$ cat src/asp_pkg.sv
// Constants, states and register layout for the serial control port
package asp_pkg;

  // Control byte and result frame shape
  localparam int unsigned CTRL_BITS = 8;
  localparam int unsigned TRACK_BIT = 5;
  localparam int unsigned LEAD_ZEROS = 3;
  localparam int unsigned RES_BITS = 10;
  localparam int unsigned SUB_BITS = 2;
  localparam int unsigned TRAIL_ZEROS = 1;
  localparam int unsigned CODE_BITS = RES_BITS + SUB_BITS;
  localparam int unsigned FRAME_BITS =
    LEAD_ZEROS + CODE_BITS + TRAIL_ZEROS;

  // Widths of the counters
  localparam int unsigned CNT_W = 4;
  localparam int unsigned STEP_W = 5;
  localparam logic [CNT_W-1:0] CNT_ONE = 4'h1;
  localparam logic [CNT_W-1:0] CNT_TRACK = 4'h5;
  localparam logic [CNT_W-1:0] CNT_HOLD = 4'h8;
  localparam logic [STEP_W-1:0] STEP_ONE = 5'h01;
  // Step on whose rising edge the strobe rises (MSB leaves on step 4)
  localparam logic [STEP_W-1:0] STEP_STROBE = 5'h03;
  localparam logic [STEP_W-1:0] STEP_LAST = 5'h10;

  // Control byte field positions
  localparam int unsigned CB_START = 7;
  localparam int unsigned CB_SEL_HI = 6;
  localparam int unsigned CB_SEL_LO = 4;
  localparam int unsigned CB_UNI = 3;
  localparam int unsigned CB_SGL = 2;
  localparam int unsigned CB_PM_HI = 1;
  localparam int unsigned CB_PM_LO = 0;

  // Reset values
  localparam logic [CTRL_BITS-1:0] CTRL_RST = 8'h00;
  localparam logic [FRAME_BITS-1:0] FRAME_RST = 16'h0000;

  // Synchroniser lanes: 0 chip select, 1 clock, 2 data, 3 shutdown
  localparam int unsigned SYNC_W = 4;
  localparam logic [SYNC_W-1:0] SYNC_RST = 4'h9;
  localparam int unsigned LN_CS = 0;
  localparam int unsigned LN_SCLK = 1;
  localparam int unsigned LN_DIN = 2;
  localparam int unsigned LN_SHUTDOWN_N = 3;

  typedef enum logic [1:0] {
    ST_IDLE = 2'b00,
    ST_CTRL = 2'b01,
    ST_CONV = 2'b10,
    ST_SHUT = 2'b11
  } asp_state_t;

endpackage : asp_pkg

$ cat src/asp_sync.sv
// Two-stage synchroniser for pin inputs
`timescale 1ns/1ps
module asp_sync
  import asp_pkg::*;
#(
  parameter int unsigned W = SYNC_W,
  parameter logic [W-1:0] RST_VAL = SYNC_RST
) (
  input wire logic clk,
  input wire logic srst,
  input wire logic [W-1:0] d,
  output logic [W-1:0] q
);

  typedef struct packed {
    logic [W-1:0] meta;
    logic [W-1:0] stable;
  } asp_sync_t;

  asp_sync_t r_r;
  asp_sync_t r_nxt;

  // First stage feeds only the second
  always_comb begin
    r_nxt.meta = d;
    r_nxt.stable = r_r.meta;
  end

  // Stage registers
  always_ff @(posedge clk) begin
    if (srst) begin
      r_r <= {RST_VAL, RST_VAL};
    end else begin
      r_r <= r_nxt;
    end
  end

  assign q = r_r.stable;

endmodule : asp_sync

$ cat src/asp_serial_port.sv
// Serial control and result port of an eight-channel converter
//
// Function
// RULE1: Data input sampled on each serial clock rise into shift register; the code shifts it in only up to the control byte's eighth bit.
// RULE2: Data input ignored while chip select is high.
// RULE3: Data output updated on each serial clock rise.
// RULE4: Data output and strobe undriven while chip select is high.
// RULE5: Strobe high one serial clock period just before MSB decision.
// RULE6: Shutdown input low forces shutdown, stopping conversion.
// RULE7: No internal conversion clock; every step follows serial clock.
// RULE8: Master keeps serial clock high time within 40 to 60 percent.
// RULE9: Conversion time is serial clock cycles times period, nothing more.
// RULE10: Leading zeros skipped; first one is control byte MSB.
// RULE11: Track after fifth bit's falling edge, hold after eighth's.
// RULE12: Result frame: three zeros, ten bits MSB first, two sub, one zero.
// RULE13: Straight binary when unipolar, two's complement when bipolar.
// RULE14: Chip select rise abandons partial control byte.
`timescale 1ns/1ps
module asp_serial_port
  import asp_pkg::*;
(
  input wire logic REF_CLK,
  input wire logic SRST,
  input wire logic CS_N,
  input wire logic SCLK,
  input wire logic DIN,
  input wire logic SHUTDOWN_N,
  input wire logic [CODE_BITS-1:0] ANALOG_CODE,
  output logic DOUT,
  output logic DOUT_OE,
  output logic FRAME_STROBE,
  output logic FRAME_STROBE_OE,
  output logic TRACK,
  output logic CONV_BUSY,
  output logic SHUTDOWN,
  output logic [CB_SEL_HI-CB_SEL_LO:0] CHANNEL_SEL,
  output logic UNIPOLAR,
  output logic SINGLE_ENDED,
  output logic [CB_PM_HI-CB_PM_LO:0] POWER_MODE
);

  typedef struct packed {
    asp_state_t state;
    logic sclk_prev;
    logic [CNT_W-1:0] bit_cnt;
    logic [STEP_W-1:0] step;
    logic [CTRL_BITS-1:0] shift;
    logic [CTRL_BITS-1:0] ctrl;
    logic [FRAME_BITS-1:0] frame;
    logic dout;
    logic dout_oe;
    logic strobe;
    logic strobe_oe;
    logic track;
    logic busy;
    logic shut;
  } asp_regs_t;

  asp_regs_t r_r;
  asp_regs_t r_nxt;
  logic [SYNC_W-1:0] pins_raw;
  logic [SYNC_W-1:0] pins_s;
  logic cs_n_s;
  logic sclk_s;
  logic din_s;
  logic shutdown_n_n_s;
  logic sclk_rise;
  logic sclk_fall;

  // Result frame with coding applied
  function automatic logic [FRAME_BITS-1:0] build_frame(
    input logic [CODE_BITS-1:0] code,
    input logic uni
  );
    logic [CODE_BITS-1:0] res;
    res = code;
    if (!uni) begin
      res[CODE_BITS-1] = ~code[CODE_BITS-1]; // RULE13
    end
    return {{LEAD_ZEROS{1'b0}}, res, {TRAIL_ZEROS{1'b0}}}; // RULE12
  endfunction : build_frame

  // Pin synchronisers
  assign pins_raw[LN_CS] = CS_N;
  assign pins_raw[LN_SCLK] = SCLK;
  assign pins_raw[LN_DIN] = DIN;
  assign pins_raw[LN_SHUTDOWN_N] = SHUTDOWN_N;

  asp_sync #(
    .W(SYNC_W),
    .RST_VAL(SYNC_RST)
  ) u_sync (
    .clk(REF_CLK),
    .srst(SRST),
    .d(pins_raw),
    .q(pins_s)
  );

  assign cs_n_s = pins_s[LN_CS];
  assign sclk_s = pins_s[LN_SCLK];
  assign din_s = pins_s[LN_DIN];
  assign shutdown_n_n_s = pins_s[LN_SHUTDOWN_N];

  // Serial clock edges; both levels must last over one reference cycle
  assign sclk_rise = sclk_s & ~r_r.sclk_prev; // RULE8
  assign sclk_fall = ~sclk_s & r_r.sclk_prev; // RULE8

  // Next state
  always_comb begin
    r_nxt = r_r;
    r_nxt.sclk_prev = sclk_s;
    r_nxt.dout_oe = ~cs_n_s; // RULE4
    r_nxt.strobe_oe = ~cs_n_s; // RULE4
    r_nxt.shut = ~shutdown_n_n_s;
    if (!shutdown_n_n_s) begin
      // Hard shutdown overrides any selected power mode
      r_nxt.state = ST_SHUT; // RULE6
      r_nxt.bit_cnt = '0;
      r_nxt.step = '0;
      r_nxt.track = 1'b0;
      r_nxt.busy = 1'b0; // RULE6
      r_nxt.dout = 1'b0;
      r_nxt.strobe = 1'b0;
    end else if (cs_n_s) begin
      // Deselected: drop any partial byte or frame
      r_nxt.state = ST_IDLE; // RULE14
      r_nxt.bit_cnt = '0; // RULE14
      r_nxt.step = '0;
      r_nxt.track = 1'b0;
      r_nxt.busy = 1'b0;
      r_nxt.dout = 1'b0;
      r_nxt.strobe = 1'b0; // RULE2
    end else begin
      case (r_r.state)
        ST_SHUT: begin
          r_nxt.state = ST_IDLE;
        end
        ST_IDLE: begin
          if (sclk_rise) begin
            r_nxt.dout = 1'b0; // RULE3
            r_nxt.strobe = 1'b0;
            if (din_s) begin
              // First one seen is the byte's MSB
              r_nxt.shift = {{(CTRL_BITS-1){1'b0}}, 1'b1}; // RULE10
              r_nxt.bit_cnt = CNT_ONE; // RULE10
              r_nxt.state = ST_CTRL;
            end
          end
        end
        ST_CTRL: begin
          if (sclk_rise && r_r.bit_cnt < CNT_HOLD) begin
            r_nxt.shift = {r_r.shift[CTRL_BITS-2:0], din_s}; // RULE1
            r_nxt.bit_cnt = r_r.bit_cnt + CNT_ONE; // RULE1
            r_nxt.dout = 1'b0; // RULE3
          end
          if (sclk_fall && r_r.bit_cnt == CNT_TRACK) begin
            r_nxt.track = 1'b1; // RULE11
          end
          if (sclk_fall && r_r.bit_cnt == CNT_HOLD) begin
            // Hold: capture sample and start the conversion
            r_nxt.track = 1'b0; // RULE11
            r_nxt.ctrl = r_r.shift;
            r_nxt.frame = build_frame(ANALOG_CODE, r_r.shift[CB_UNI]);
            r_nxt.step = '0;
            r_nxt.busy = 1'b1;
            r_nxt.state = ST_CONV;
          end
        end
        ST_CONV: begin
          // Each step waits for a serial clock rise only
          if (sclk_rise) begin
            r_nxt.step = r_r.step + STEP_ONE; // RULE7
            r_nxt.dout = r_r.frame[FRAME_BITS-1]; // RULE3
            r_nxt.frame = {r_r.frame[FRAME_BITS-2:0], 1'b0}; // RULE12
            r_nxt.strobe = (r_r.step == STEP_STROBE - STEP_ONE); // RULE5
            if (r_r.step + STEP_ONE == STEP_LAST) begin
              r_nxt.busy = 1'b0; // RULE9
              r_nxt.state = ST_IDLE;
            end
          end
        end
        default: begin
          r_nxt.state = ST_IDLE;
        end
      endcase
    end
  end

  // State register
  always_ff @(posedge REF_CLK) begin
    if (SRST) begin
      r_r.state <= ST_IDLE;
      r_r.sclk_prev <= 1'b0;
      r_r.bit_cnt <= '0;
      r_r.step <= '0;
      r_r.shift <= CTRL_RST;
      r_r.ctrl <= CTRL_RST;
      r_r.frame <= FRAME_RST;
      r_r.dout <= 1'b0;
      r_r.dout_oe <= 1'b0;
      r_r.strobe <= 1'b0;
      r_r.strobe_oe <= 1'b0;
      r_r.track <= 1'b0;
      r_r.busy <= 1'b0;
      r_r.shut <= 1'b0;
    end else begin
      r_r <= r_nxt;
    end
  end

  // Outputs straight from flops
  assign DOUT = r_r.dout;
  assign DOUT_OE = r_r.dout_oe;
  assign FRAME_STROBE = r_r.strobe;
  assign FRAME_STROBE_OE = r_r.strobe_oe;
  assign TRACK = r_r.track;
  assign CONV_BUSY = r_r.busy;
  assign SHUTDOWN = r_r.shut;
  assign CHANNEL_SEL = r_r.ctrl[CB_SEL_HI:CB_SEL_LO];
  assign UNIPOLAR = r_r.ctrl[CB_UNI];
  assign SINGLE_ENDED = r_r.ctrl[CB_SGL];
  assign POWER_MODE = r_r.ctrl[CB_PM_HI:CB_PM_LO];

endmodule : asp_serial_port

$ cat config.mk
export PLATFORM = sky130hd
export DESIGN_NAME = asp_serial_port
export DESIGN_NICKNAME = d
export VERILOG_FILES = /design/src/asp_pkg.sv /design/src/asp_sync.sv /design/src/asp_serial_port.sv
export SDC_FILE = /design/constraint.sdc
export NUM_CORES = 1
export LEC_CHECK = 0
export ABC_AREA = 1
export BUFFER_PORTS_ARGS = -buffer_cell sky130_fd_sc_hd__buf_2
export CORE_ASPECT_RATIO = 1.25
export CORE_MARGIN = 4
export CORE_UTILIZATION = 50
export CTS_CLUSTER_DIAMETER = 40
export DETAILED_ROUTE_END_ITERATION = 12
export PLACE_DENSITY = 0.8
export SYNTH_ARGS = -nofsm -noshare
export SYNTH_HDL_FRONTEND = slang
export SYNTH_SLANG_ARGS = --single-unit
$ cat constraint.sdc
create_clock -name REF_CLK -period 2.8 [get_ports REF_CLK]
set_input_delay 0 -clock REF_CLK [delete_from_list [all_inputs] [get_ports REF_CLK]]
set_output_delay 0 -clock REF_CLK [all_outputs]
set_load 0.01 [all_outputs]
==> metrics.txt <==
Yosys cell types=32; vias in the first global route=~1900; # IOs=32; critical path cell sequence=inv_2 -> nor2_2 -> nand2_2 -> nand2_4 -> nand2_4 -> inv_2 -> nand3_1 -> a21oi_1; setup tns final=0 ns; Synth top area share=between 40% and 50%; initial core utilization=51.5%; gr ovfl total=0; sw frac=between 20 and 25%; largest net degree at the start of global routing=32; PortBufs=31; Hold Crit Class=in -> reg; first-pass GRT wire length=between 8000 and 9000 µm; clk sink count=55; Mapped Nets=336; sequential share of power=59.9%; Vias/cell=5.01; Final Cycle Share=between 60% and 70%; IR drop worst, VDD=386 µV; number of synthesized register bits=55; Pwr Density=about 500 nW/µm²; synth top area cells=dfxtp_1 45%, nand2_1 7.7%, a21oi_1 7.0%, nand3_1 6.0%, inv_1 4.6%; DP HPWL=3250 µm; Syn. warnings=0; CP required=3.05 ns; Root Buffer=clkbuf_8; syn_area_per_cell=7.78 µm²; buffers and inverters on the worst path=2; final hold violations=0; max-slew violations=0; final worst path period need=about 1.9 ns; Critical Path Stages=8; GRT Total Usage=16.9%; Pint=1.02 mW; Inserted Diodes=0; antenna violations before repair=0; Die H=86.0 µm; CTS Buf Count=5; CP Class=reg -> reg; EDFF count, synth=0; Post-Syn Area=about 2400 µm²; share of layout cells above drive strength 1=21.4%; residual DRC count=0; routability cong.=approximately 0.84; register area share after synthesis=45.2%; Clock Tree Buf Depth=2; Syn Inst Count=313; most common cell in the netlist=dfxtp_1; commonest register cell after synthesis=dfxtp_1; r2r worst-path depth=8; Layout area overhead=10.7%; smallest hold slack=~0.054 ns; total core area=4730 µm²; Die X=70.4 µm; f_max=about 0.52 GHz; Total Die Area=6060 µm²; clock share of power=34.5%; # setup viols final=0; leading area contributor after synthesis=dfxtp_1; Worst Path Arrival=2.16 ns; Switch Pwr=0.306 mW; RSZ-0062 raised after global routing=false; outcome=complete, no violations; TritonCTS clock tree=built; slew margin rel.=61.6%; total number of vias=roughly 2000; clk slew on worst S/H paths=about 0.10 ns; hold path depth=5; # rows=28; nets=~360; Worst-Margin Slew=0.576 ns; ys async rst share=0%; Worst path top cell family by delay=simple AND/OR/NAND/NOR gates; clock skew=0.0111 ns; MaxCap Viol Count=0; wire length per cell=11.6 µm; CP peak stage delay=approximately 0.45 ns; Initial DRC Count=77; worst-skew pair later-pin latency=0.32 ns; Area after DPL=approximately 2500 µm²; combinational power share=5.6%; top post-synthesis cells by count=55 x dfxtp_1, 50 x nand2_1, 34 x a21oi_1; H-tree lvl count=2; CTS resizes=0; Critical Path End Type=flip-flop; Leakage=between 1 and 1.5 nW; CP Max Fanout=25; Pre-antenna DRT Iters=4; CP max stage cell=nor2_2; Design Area, Final=2700 µm²; Detail Route Antenna Nets=0; crit start category=flip-flop; drt total wl=4640 µm
[power by group through the flow]
stage / logic, mW / clock network, mW / registers, mW
2_1_floorplan: 0.0497 / 0 / 0.812
3_3_place_gp: 0.0679 / 0 / 0.813
3_5_place_dp: 0.0685 / 0 / 0.813
4_1_cts: 0.0742 / 0.476 / 0.795
5_1_grt: 0.0853 / 0.499 / 0.796
6_report: 0.0739 / 0.458 / 0.795
[layer usage]
metal	GRT usage, %	wire (µm)	up-vias
li1	-	-	1071
met1	18.6	2020	894
met2	30.8	2340	37
met3	3.99	201	6
met4	6.79	85	0
met5	0	0	-
[layout make-up]
cell class / count / area [µm²]
Clock buffer: 6 / 82.6
Clock inverter: 2 / 16.3
Fill cell: 454 / 2030
Inverter: 41 / 155
Multi-Input combinational cell: 201 / 1060
Sequential cell: 55 / 1100
Tap cell: 60 / 75.1
Timing Repair Buffer: 36 / 205
[layout by cell type, fill, tap and decap left out, types with 9 or more instances in the layout]
cell     netlist  routed
nor2_1        19      19
inv_1         30      30
dfxtp_1       55      55
nand2_1       50      50
o21ai_0       20      20
buf_2          1      31
a21oi_1       34      34
inv_2         10      10
nand3_1       29      29
o21ai_1        9       9
[flip-flops by register name, indices dropped and copies added (netlist names)]
register / flops
r_r: 34
u_sync.q: 4
u_sync.r_nxt: 4
CHANNEL_SEL: 3
POWER_MODE: 2
CONV_BUSY: 1
DOUT: 1
FRAME_STROBE: 1
FRAME_STROBE_OE: 1
SHUTDOWN: 1
SINGLE_ENDED: 1
TRACK: 1
UNIPOLAR: 1
[worst min-delay path, delay by kind of cell]
family / cells / cell delay, ns
buffers and inverters: 1 / 0.08
AND/OR/NAND/NOR: 2 / 0.08
AO/OA/AOI/OAI: 2 / 0.17
[through the flow]
step / worst slack, ns / instances / utilization (%) / power (mW)
global route: 0.734 / 401 / 57.0 / 1.38
global placement: 1.00 / 388 / 53.9 / 0.881
CTS: 0.911 / 401 / 57.0 / 1.34
floorplan: 1.32 / 313 / - / 0.862
detailed placement: 0.959 / 388 / 53.9 / 0.882
finish: 0.891 / 401 / 57.0 / 1.33
[cells by family (layout without fill, tap and decap cells)]
kind of cell	after synthesis	after routing	synth area share [%]
simple gates	119	119	23.3
compound gates	76	76	17.3
xor+xnor	1	1	0.360
buf+inv	57	85	11.2
flops	55	55	45.2
fa+ha+maj	5	5	2.57
[path summary, 6_finish.rpt]
| path | from | endpoint | slack, ns |
|---|---|---|---|
| worst max-delay path | r_r[50]$_SDFFE_PP0P_ | r_r[20]$_SDFFE_PP0P_ | 0.89 |
| worst min-delay path | ANALOG_CODE[1] | r_r[9]$_SDFFE_PP0P_ | 0.05 |
| worst max register to register | r_r[50]$_SDFFE_PP0P_ | r_r[20]$_SDFFE_PP0P_ | 0.89 |
| worst min register to register | u_sync.r_nxt[1]$_SDFF_PP0_ | u_sync.q[1]$_SDFF_PP0_ | 0.41 |
[timing repair]
item | in CTS | in global routing
endpoints found under the hold margin | 5 | 0
hold buffers | 5 | 0
buffers inserted | 0 | 0
No activity file was read; power rests on OpenSTA's default activity.
